### config.mk
export PLATFORM = sky130hd
export DESIGN_NAME = arr_regs
export DESIGN_NICKNAME = d
export VERILOG_FILES = /design/src/common/arr_pkg.sv /design/src/rtl/arr_range_resolve.sv /design/src/rtl/arr_regs.sv
export SDC_FILE = /design/constraint.sdc
export NUM_CORES = 1
export LEC_CHECK = 0
export BUFFER_PORTS_ARGS = -buffer_cell sky130_fd_sc_hd__buf_2
export CAP_MARGIN = 40
export CELL_PAD_IN_SITES_DETAIL_PLACEMENT = 1
export CELL_PAD_IN_SITES_GLOBAL_PLACEMENT = 2
export CORE_MARGIN = 1
export CORE_UTILIZATION = 33
export CTS_BUF_LIST = sky130_fd_sc_hd__clkbuf_2 sky130_fd_sc_hd__clkbuf_4 sky130_fd_sc_hd__clkbuf_8
export DETAILED_ROUTE_END_ITERATION = 8
export GPL_TIMING_DRIVEN = 0
export PLACE_DENSITY_LB_ADDON = 0.1
export SYNTH_ARGS = -nofsm -noshare
export SYNTH_HDL_FRONTEND = slang
export SYNTH_SLANG_ARGS = --single-unit
### constraint.sdc
create_clock -name clk -period 3.6 [get_ports clk]
set_input_delay 0 -clock clk [delete_from_list [all_inputs] [get_ports clk]]
set_output_delay 0 -clock clk [all_outputs]
set_load 0.01 [all_outputs]
### src/common/arr_pkg.sv
package arr_pkg;

  // ************************************************************
  // register map
  // ************************************************************
  localparam int ADDR_W = 7;
  localparam logic [ADDR_W-1:0] ADDR_ALARM_SRC = 7'h1d;
  localparam logic [ADDR_W-1:0] ADDR_RANGE_AB = 7'h1e;
  localparam logic [ADDR_W-1:0] ADDR_RANGE_CD = 7'h1f;
  localparam logic [ADDR_W-1:0] ADDR_ADC_FIRST = 7'h20;
  localparam logic [ADDR_W-1:0] ADDR_ADC_LAST = 7'h49;

  // ************************************************************
  // field layout
  // ************************************************************
  localparam int DATA_W = 8;
  localparam int ALARM_N = 4;
  localparam int LATCH_DIS_BIT = 4;
  localparam int RANGE_W = 3;
  localparam int RANGE_HI_LSB = 4;
  localparam int RANGE_LO_LSB = 0;
  localparam int RANGE_EXPLICIT_BIT = 2;
  localparam int RESULT_W = 12;
  localparam int RESULT_LO_W = 8;
  localparam int ADC_CHANNELS = 21;
  localparam int CHAN_W = 5;

  // ************************************************************
  // reset values
  // ************************************************************
  localparam logic [ALARM_N-1:0] SEL_RESET = 4'h0;
  localparam logic LATCH_DIS_RESET = 1'b0;
  localparam logic [RANGE_W-1:0] RANGE_CODE_RESET = 3'h0;
  localparam logic [RESULT_W-1:0] RESULT_RESET = 12'h000;
  localparam logic [DATA_W-1:0] BYTE_ZERO = 8'h00;

  // ************************************************************
  // decoded output range, order follows codes 100 to 111
  // ************************************************************
  typedef enum logic [1:0] {
    ARR_RNG_NEG10,
    ARR_RNG_NEG5,
    ARR_RNG_POS10,
    ARR_RNG_POS5
  } arr_range_t;

  localparam arr_range_t RANGE_RESET = ARR_RNG_NEG10;

endpackage

### src/rtl/arr_range_resolve.sv
`timescale 1ns/1ps
module arr_range_resolve
(
  input wire logic clk,
  input wire logic resetn,
  input wire logic [arr_pkg::RANGE_W-1:0] range_code,
  input wire arr_pkg::arr_range_t auto_range,
  output arr_pkg::arr_range_t range_q
);
  import arr_pkg::*;

  // ************************************************************
  // explicit code beats the auto-range detector
  // ************************************************************
  wire explicit_sel;
  arr_range_t coded_range;
  arr_range_t range_d;

  assign explicit_sel = range_code[RANGE_EXPLICIT_BIT];
  assign coded_range = arr_range_t'(range_code[RANGE_EXPLICIT_BIT-1:0]);
  assign range_d = explicit_sel ? coded_range : auto_range;

  always_ff @(posedge clk)
  begin
    if (!resetn)
      range_q <= RANGE_RESET;
    else
      range_q <= range_d;
  end

endmodule

### src/rtl/arr_regs.sv
`timescale 1ns/1ps
// Operation
// - latch disable clear: alarms latch set
// - latched bit clears only after read, condition gone
// - latch disable set: bits not latched
// - unlatched bit clears when condition subsides
// - bits 3-0 pick alarms driving pin
// - pin reacts only while output enabled
// - 0x1E bits 6-4 hold group B
// - 0x1E bits 2-0 hold group A
// - 0x1F holds group D high, C low
// - group C same coding, reserved zero
// - explicit code overrides auto-range result
// - code 0xx uses auto-range result
// - codes 100..111 map to four ranges
// - results kept as straight binary
// - result byte pairs at 0x20..0x49
// - reserved bits read as zero
module arr_regs
#(
  parameter int ADC_CHANNELS = arr_pkg::ADC_CHANNELS
)
(
  input wire logic clk,
  input wire logic resetn,
  input wire logic [arr_pkg::ADDR_W-1:0] reg_addr,
  input wire logic reg_wr,
  input wire logic reg_rd,
  input wire logic [arr_pkg::DATA_W-1:0] reg_wdata,
  output logic [arr_pkg::DATA_W-1:0] reg_rdata_q,
  output logic reg_rvalid_q,
  input wire logic [arr_pkg::ALARM_N-1:0] alarm_cond,
  input wire logic alarm_status_read,
  input wire logic alarm_output_enable,
  output logic [arr_pkg::ALARM_N-1:0] alarm_status_q,
  output logic alarm_output_pin_q,
  output logic alarm_latch_disable_q,
  input wire arr_pkg::arr_range_t auto_range_a,
  input wire arr_pkg::arr_range_t auto_range_b,
  input wire arr_pkg::arr_range_t auto_range_c,
  input wire arr_pkg::arr_range_t auto_range_d,
  output arr_pkg::arr_range_t group_a_range_q,
  output arr_pkg::arr_range_t group_b_range_q,
  output arr_pkg::arr_range_t group_c_range_q,
  output arr_pkg::arr_range_t group_d_range_q,
  input wire logic adc_wb_valid,
  input wire logic [arr_pkg::CHAN_W-1:0] adc_wb_chan,
  input wire logic [arr_pkg::RESULT_W-1:0] adc_wb_data
);
  import arr_pkg::*;

  // ************************************************************
  // storage
  // ************************************************************
  logic [ALARM_N-1:0] pin_sel_q;
  logic [RANGE_W-1:0] group_a_range_code;
  logic [RANGE_W-1:0] group_b_range_code;
  logic [RANGE_W-1:0] group_c_range_code;
  logic [RANGE_W-1:0] group_d_range_code;
  logic [RESULT_W-1:0] conversion_result [ADC_CHANNELS];

  // ************************************************************
  // address decode
  // ************************************************************
  wire alarm_src_hit;
  wire range_ab_hit;
  wire range_cd_hit;
  wire adc_hit;
  wire adc_high_sel;
  wire [ADDR_W-1:0] adc_off;
  wire [CHAN_W-1:0] adc_idx;
  wire adc_idx_ok;
  wire wb_ok;

  assign alarm_src_hit = reg_addr == ADDR_ALARM_SRC;
  assign range_ab_hit = reg_addr == ADDR_RANGE_AB;
  assign range_cd_hit = reg_addr == ADDR_RANGE_CD;
  assign adc_hit = (reg_addr >= ADDR_ADC_FIRST) && (reg_addr <= ADDR_ADC_LAST);
  assign adc_off = reg_addr - ADDR_ADC_FIRST;
  assign adc_idx = adc_off[CHAN_W:1];
  assign adc_high_sel = adc_off[0];
  assign adc_idx_ok = adc_hit && (32'(adc_idx) < ADC_CHANNELS);
  assign wb_ok = adc_wb_valid && (32'(adc_wb_chan) < ADC_CHANNELS);

  // ************************************************************
  // alarm latching
  // ************************************************************
  logic [ALARM_N-1:0] alarm_status_d;
  wire [ALARM_N-1:0] latched_next;

  // a live condition keeps the bit set even in the reading cycle
  assign latched_next = alarm_cond | (alarm_status_q & ~{ALARM_N{alarm_status_read}});
  assign alarm_status_d = alarm_latch_disable_q ? alarm_cond : latched_next;

  always_ff @(posedge clk)
  begin
    if (!resetn)
      alarm_status_q <= SEL_RESET;
    else
      alarm_status_q <= alarm_status_d;
  end

  // ************************************************************
  // alarm output pin
  // ************************************************************
  wire pin_d;

  assign pin_d = alarm_output_enable && |(alarm_status_q & pin_sel_q);

  always_ff @(posedge clk)
  begin
    if (!resetn)
      alarm_output_pin_q <= 1'b0;
    else
      alarm_output_pin_q <= pin_d;
  end

  // ************************************************************
  // host writes
  // ************************************************************
  wire wr_alarm_src;
  wire wr_range_ab;
  wire wr_range_cd;

  assign wr_alarm_src = reg_wr && alarm_src_hit;
  assign wr_range_ab = reg_wr && range_ab_hit;
  assign wr_range_cd = reg_wr && range_cd_hit;

  always_ff @(posedge clk)
  begin
    if (!resetn)
    begin
      pin_sel_q <= SEL_RESET;
      alarm_latch_disable_q <= LATCH_DIS_RESET;
    end
    else if (wr_alarm_src)
    begin
      pin_sel_q <= reg_wdata[ALARM_N-1:0];
      alarm_latch_disable_q <= reg_wdata[LATCH_DIS_BIT];
    end
  end

  always_ff @(posedge clk)
  begin
    if (!resetn)
    begin
      group_a_range_code <= RANGE_CODE_RESET;
      group_b_range_code <= RANGE_CODE_RESET;
    end
    else if (wr_range_ab)
    begin
      group_a_range_code <= reg_wdata[RANGE_LO_LSB +: RANGE_W];
      group_b_range_code <= reg_wdata[RANGE_HI_LSB +: RANGE_W];
    end
  end

  always_ff @(posedge clk)
  begin
    if (!resetn)
    begin
      group_c_range_code <= RANGE_CODE_RESET;
      group_d_range_code <= RANGE_CODE_RESET;
    end
    else if (wr_range_cd)
    begin
      group_c_range_code <= reg_wdata[RANGE_LO_LSB +: RANGE_W];
      group_d_range_code <= reg_wdata[RANGE_HI_LSB +: RANGE_W];
    end
  end

  // ************************************************************
  // conversion result writeback, host writes never reach it
  // ************************************************************
  always_ff @(posedge clk)
  begin
    if (!resetn)
    begin
      for (int i = 0; i < ADC_CHANNELS; i++)
        conversion_result[i] <= RESULT_RESET;
    end
    else if (wb_ok)
      conversion_result[adc_wb_chan] <= adc_wb_data;
  end

  // ************************************************************
  // read path
  // ************************************************************
  wire [DATA_W-1:0] alarm_src_byte;
  wire [DATA_W-1:0] range_ab_byte;
  wire [DATA_W-1:0] range_cd_byte;
  wire [RESULT_W-1:0] adc_word;
  wire [DATA_W-1:0] adc_byte;
  wire [DATA_W-1:0] rdata_d;

  assign alarm_src_byte = DATA_W'(pin_sel_q) | (DATA_W'(alarm_latch_disable_q) << LATCH_DIS_BIT);
  assign range_ab_byte = (DATA_W'(group_b_range_code) << RANGE_HI_LSB)
    | (DATA_W'(group_a_range_code) << RANGE_LO_LSB);
  assign range_cd_byte = (DATA_W'(group_d_range_code) << RANGE_HI_LSB)
    | (DATA_W'(group_c_range_code) << RANGE_LO_LSB);
  assign adc_word = adc_idx_ok ? conversion_result[adc_idx] : RESULT_RESET;
  assign adc_byte = adc_high_sel ? DATA_W'(adc_word[RESULT_W-1:RESULT_LO_W])
    : adc_word[RESULT_LO_W-1:0];
  assign rdata_d = alarm_src_hit ? alarm_src_byte
    : range_ab_hit ? range_ab_byte
    : range_cd_hit ? range_cd_byte
    : adc_hit ? adc_byte
    : BYTE_ZERO;

  always_ff @(posedge clk)
  begin
    if (!resetn)
    begin
      reg_rdata_q <= BYTE_ZERO;
      reg_rvalid_q <= 1'b0;
    end
    else
    begin
      reg_rvalid_q <= reg_rd;
      if (reg_rd)
        reg_rdata_q <= rdata_d;
    end
  end

  // ************************************************************
  // range resolution per group
  // ************************************************************
  arr_range_resolve u_range_a
  (
    .clk(clk),
    .resetn(resetn),
    .range_code(group_a_range_code),
    .auto_range(auto_range_a),
    .range_q(group_a_range_q)
  );

  arr_range_resolve u_range_b
  (
    .clk(clk),
    .resetn(resetn),
    .range_code(group_b_range_code),
    .auto_range(auto_range_b),
    .range_q(group_b_range_q)
  );

  arr_range_resolve u_range_c
  (
    .clk(clk),
    .resetn(resetn),
    .range_code(group_c_range_code),
    .auto_range(auto_range_c),
    .range_q(group_c_range_q)
  );

  arr_range_resolve u_range_d
  (
    .clk(clk),
    .resetn(resetn),
    .range_code(group_d_range_code),
    .auto_range(auto_range_d),
    .range_q(group_d_range_q)
  );

  // ************************************************************
  // checks
  // ************************************************************
  latch_set_a: assert property (@(posedge clk) disable iff (!resetn)
    !alarm_latch_disable_q |=> ((alarm_status_q & $past(alarm_cond)) == $past(alarm_cond)))
    else $error("latched alarm did not set");

  latch_hold_a: assert property (@(posedge clk) disable iff (!resetn)
    (!alarm_latch_disable_q && !alarm_status_read)
    |=> ((alarm_status_q & $past(alarm_status_q)) == $past(alarm_status_q)))
    else $error("latched alarm cleared without read");

  latch_clear_a: assert property (@(posedge clk) disable iff (!resetn)
    (!alarm_latch_disable_q && alarm_status_read) |=> alarm_status_q == $past(alarm_cond))
    else $error("read did not clear resolved alarms");

  follow_live_a: assert property (@(posedge clk) disable iff (!resetn)
    alarm_latch_disable_q |=> alarm_status_q == $past(alarm_cond))
    else $error("unlatched alarm did not follow condition");

  pin_gate_a: assert property (@(posedge clk) disable iff (!resetn)
    !alarm_output_enable |=> !alarm_output_pin_q)
    else $error("alarm pin active while disabled");

  pin_select_a: assert property (@(posedge clk) disable iff (!resetn)
    alarm_output_enable |=> alarm_output_pin_q == |($past(alarm_status_q) & $past(pin_sel_q)))
    else $error("alarm pin does not match selected alarms");

  range_override_a: assert property (@(posedge clk) disable iff (!resetn)
    group_b_range_code[RANGE_EXPLICIT_BIT]
    |=> group_b_range_q == arr_range_t'($past(group_b_range_code[1:0])))
    else $error("explicit range code not applied");

  range_auto_a: assert property (@(posedge clk) disable iff (!resetn)
    !group_c_range_code[RANGE_EXPLICIT_BIT] |=> group_c_range_q == $past(auto_range_c))
    else $error("auto range not used for code 0xx");

  adc_read_a: assert property (@(posedge clk) disable iff (!resetn)
    (reg_rd && adc_idx_ok && !adc_high_sel)
    ##1 reg_rvalid_q |-> reg_rdata_q == $past(adc_word[RESULT_LO_W-1:0]))
    else $error("result low byte read wrong");

  reserved_zero_a: assert property (@(posedge clk) disable iff (!resetn)
    $past(reg_rd && adc_hit && adc_high_sel) |-> reg_rdata_q[DATA_W-1:RESULT_W-RESULT_LO_W] == '0)
    else $error("result high byte reserved bits not zero");

  result_ro_a: assert property (@(posedge clk) disable iff (!resetn)
    (reg_wr && adc_idx_ok && !adc_wb_valid)
    |=> conversion_result[$past(adc_idx)] == $past(adc_word))
    else $error("host write changed a conversion result");

endmodule

# Word level (Yosys, flattened, before mapping)
# Memories as Yosys holds them, arrays and structs flattened.
# Index checks and enable logic that the tools add are counted.
# Widths: inputs -> output; s select.
[totals] ramBits=252 memories=1 out_inout_bits=23 input_bits=51 register_bits=39
[memory_table] memory="conversion_result" words=21 width=12 rd=1 rd_clocked_by_memory_dff=0 write_ports=21 line="arr_regs.sv:60" text="logic [RESULT_W-1:0] conversion_result [ADC_CHANNELS];"
[op_classes] n_reduce_logical=9 add_sub_neg=1 bitwise=7 n_mux=18 order_cmp=4 n_eq_ne=3
[ops] cell="$mux 8" n=5
[ops] cell="$mux 12" n=2
[ops] cell="$eq 7x5->1 const B" n=3
[ops] cell="$or 7x3->7" n=2
[ops] cell="$reduce_or 12->1" n=1
[ops] cell="$lt 5x5->1 const B" n=2
[ops] cell="$and 4x4->4" n=2
[ops] cell="$mux 2" n=4
[ops] cell="$ge 7x6->1 const B" n=1
[ops] cell="$le 7x7->1 const B" n=1
[ops] cell="$logic_and 1x1->1" n=7
[ops] cell="$sub 6x6->6 const B" n=1
[ops] cell="$mux 1" n=5
[ops] cell="$mux 5" n=1
[ops] cell="$or 4x5->5" n=1
[ops] cell="$mux 4" n=1
[ops] cell="$not 4->4" n=1
[ops] cell="$or 4x4->4" n=1
[ops] cell="$reduce_or 4->1" n=1

# Logic depth before layout (Yosys ltp)
[depth] word_depth=9 depth_mapped=10 ltp_nobuf=5

# By module
# From an unflattened synthesis, not the netlist that was laid out.
[hier_totals] hier_cells=1018 area_unflattened_um2=15339.7
[by_module_without_submodules] module="arr_regs" area_each_um2=15049.4 instances=1 seq_area_each_um2=9749.4 cells_each=994
[by_module_without_submodules] module="arr_range_resolve" area_each_um2=72.6 instances=4 seq_area_each_um2=40.0 cells_each=6

# Worst setup path after synthesis
# No wires, ideal clock.
[synth_path] kind="input -> register" start="input port resetn" end="memory conversion_result[14][0] (enable)" n_path_buf=2 arrival_ps=1590 path_stages=5 path_slack_ps=1613 required_ps=3202 cell_sequence="clkbuf_1 -> and4_1 -> nand2b_1 -> clkbuf_1 -> o21ai_0"
[synth_rtl] element="start, declared" line="arr_regs.sv:25" text="input wire logic resetn,"
[synth_rtl] element="end, declared" line="arr_regs.sv:60"

# Worst setup path after layout
[layout_path] start="input port reg_addr[3] (netlist bit)" end="register pin_sel_q[3]"
[layout_between] elab_chain_len=2
[layout_lines] element="start, declared" line="arr_regs.sv:26" text="input wire logic [arr_pkg::ADDR_W-1:0] reg_addr,"
[layout_lines] element="$eq 7x5->1" line="arr_regs.sv:75" text="assign alarm_src_hit = reg_addr == ADDR_ALARM_SRC;"
[layout_lines] element="$logic_and 1x1->1" line="arr_regs.sv:125" text="assign wr_alarm_src = reg_wr && alarm_src_hit;"
[layout_lines] element="end signal, assigned" line="arr_regs.sv:138" text="pin_sel_q <= reg_wdata[ALARM_N-1:0];"
[layout_lines] element="end, declared" line="arr_regs.sv:55" text="logic [ALARM_N-1:0] pin_sel_q;"
# Every way passes these cells.
# A chain may end at the register's enable or synchronous reset.

==> results.yml <==
clock_network:
  ctsRootBufferMaster: "clkbuf_8"
  cts_made_buffers: 59
  cts_setup_buffers: 0
  insertion_delay_ps: 660
  clkSinkCount: 327
  cts-resized-gates: 0
  cts_tree: "yes"
  clkSlewWorstSetupHoldPaths_ps: 60
  clockBufferDepth: 3
  cts_max_level: 2
timing:
  final.setup_skew_ps: 24.4
  setup_ws_ps: 1260
  slew_headroom_pct: 44.6
  finalSetupViolCount: 0
  rsz0062_at_grt: "no"
  hold_viol: 0
  max_freq_mhz: 427
  finalCritPeriodShare_pct: 65.1
  tightest_slew_ps: 810
  finalMaxSlewViolations: 0
  period_needed_ps: 2340
critical_path:
  reg2regPathDepth: 5
  cp_max_fo: 10
  worstPathArrival_ps: 2870
  required_ps: 4120
  cp-start-kind: "primary input"
  path_class: "in2reg"
  end_kind: "register"
global_routing:
  grt_pass1_wl_um: 69000
  antenna_found_initial: 2
  gr-total-overflow: 0
  grt_busiest_layer: "met2"
  met2_usage_pct: 34.8
  use_met3_pct: 3.11
  grtUsageTotal_pct: 21.1
  grt_pass1_vias: 9992
  grt_max_degree: 16
  use_met1_pct: 28.7
synthesis:
  synthTopCellsByArea: "edfxtp_1 (58%), and2_1 (11%), mux4_2 (9.8%)"
  yosysWarningCount: 0
  ys_async_sr_fraction_pct: 0
  yosysTopAreaCell: "edfxtp_1"
  synth.top_cell.area_share_pct: 58.1
  yosysSeqAreaShare_pct: 63.3
  ys_types: 49
  syn_inst: 1002
  ys.flop_type: "edfxtp_1"
  synth_edf_count: 288
  netlist_area_mm2: 0.0149
  avgSynthCellArea_um2: 14.9
  ys_ff_latch: 327
floorplan:
  core.rowCount: 77
  core_area_mm2: 0.0444
  io_pins: 74
  initial_core_util_pct: 33.5
  die_h_um: 214
  die_w_um: 214
  die-area_mm2: 0.0460
routing:
  num_vias: 9234
  drc: 0
  drtAntennaViolNets: 0
  drt-initial-drc-count: 471
  routedWlPerCell_um: 25.5
  wl_um: 47800
  dr.pass1.iters: 4
  viasPerCell: 4.92
finish:
  areaGrowthSynthToFinish_pct: 21.3
  nFillCells: 4581
  drive_above_1_share_pct: 23.1
  design_area_mm2: 0.0181
  layout.nets: 1291
job:
  max_cap_viol_count: 0
hold_path:
  hp-class: "in2reg"
  whs_path_depth: 3
power:
  ir_worst_vdd_mv: 0.251
  power_density_mw_per_mm2: 470
  p_total_mw: 8.50
  p_leak_nw: 6.55
placement:
  gp_congestion: 0.790
  post-place-ws_ps: 729
  port_buffers: 67
  place_area_mm2: 0.0165
  dp_hpwl_um: 33900
outcome:
  status: "finished clean"
cell type report:
class                      instances  area, um2  area share [%]
buffer                            89        432            2.39
antenna                            2       5.00          0.0277
timing repair buffer             142       1150            6.37
tap                              592        741            4.10
multi-input combinational        621       5220            28.9
clock inverter                    21       96.3           0.533
clock buffer                      83        992            5.49
sequential                       327       9430            52.2
sequential cells by signal, summed over array words and instances (netlist names), 2 cells and up:
name / flops
reg_rdata_q: 8
u_range_b.range_q: 2
group_d_range_code: 3
u_range_a.range_q: 2
alarm_status_q: 4
u_range_c.range_q: 2
conversion_result: 288
group_c_range_code: 3
group_b_range_code: 3
u_range_d.range_q: 2
pin_sel_q: 4
group_a_range_code: 3
cell usage after synthesis, types with 6 or more instances:
| library cell | n |
|---|---|
| a21oi_1 | 11 |
| a31oi_1 | 8 |
| and2_1 | 253 |
| buf_2 | 8 |
| buf_4 | 7 |
| buf_6 | 6 |
| clkbuf_1 | 66 |
| dfxtp_1 | 39 |
| edfxtp_1 | 288 |
| mux2i_1 | 47 |
| mux4_1 | 10 |
| mux4_2 | 65 |
| nand2_1 | 20 |
| nand2b_1 | 11 |
| nand3_1 | 6 |
| nor2_1 | 27 |
| nor2b_1 | 37 |
| o21ai_0 | 34 |
worst max-delay path, stage by stage:
cell and delay [ps]:
dlygate4sd3_1 520, buf_4 260, nand2_1 300, nor4b_4 520, nand3_1 390, mux2i_1 230, dlygate4sd3_1 570, nor2b_1 50
timing repair:
item                                    in CTS  in global routing
hold buffers                                47                  0
endpoints found under the setup margin       0                  0
hold endpoints to repair                    99                  0
routing by layer:
layer	share of wire, %	vias to the layer above	wire, um
met1	46	4780	22000
met4	2.1	0	980
met2	48	210	23100
li1	-	4181	-
met3	3.7	63	1760
met5	0	-	0
logic make-up after synthesis:
group / after synthesis / synth area share (%)
AND/OR/NAND/NOR: 375 / 15.2
other: 1 / 0.0252
flip-flops: 327 / 63.3
buffers and inverters: 89 / 2.90
AO/OA/AOI/OAI: 83 / 3.46
multiplexers: 127 / 15.1
where the power goes:
part | total (mW) | switching [mW] | internal [mW]
clock network | 3.32 | 1.56 | 1.76
registers | 4.38 | 0.0569 | 4.32
logic | 0.795 | 0.462 | 0.334
per-stage QoR:
step / cells / util, % / TNS [ps] / hold slack, ps
final: 1877 / 40.7 / 0 / 64.1
after global routing: 1876 / 40.7 / 0 / 42.4
after CTS: 1874 / 40.6 / 0 / 33.9
after detailed placement: 1723 / 37.1 / 0 / 247
after global placement: 1696 / 36.3 / -28770 / 237
after floorplan: 1037 / - / 0 / 98.9
final timing paths:
| path | endpoint | slack (ps) | start |
|---|---|---|---|
| hold reg to reg | group_c_range_code[0] | 550 | group_c_range_code[0] |
| setup / recovery | pin_sel_q[3] | 1260 | reg_addr[3] |
| hold / removal | conversion_result[20][1] | 60 | adc_wb_chan[3] |
| setup reg to reg | reg_rdata_q[6] | 1570 | conversion_result[7][6] |
placed cells by master, fill, tap and decap left out, types with 37 or more instances in the layout:
| master | count |
|---|---|
| nor2b_1 | 37 |
| clkbuf_8 | 59 |
| clkbuf_1 | 66 |
| dfxtp_1 | 39 |
| buf_2 | 75 |
| mux4_2 | 65 |
| edfxtp_1 | 288 |
| dlygate4sd3_1 | 47 |
| mux2i_1 | 47 |
| and2_1 | 253 |
(Power assumes the default switching activity.)
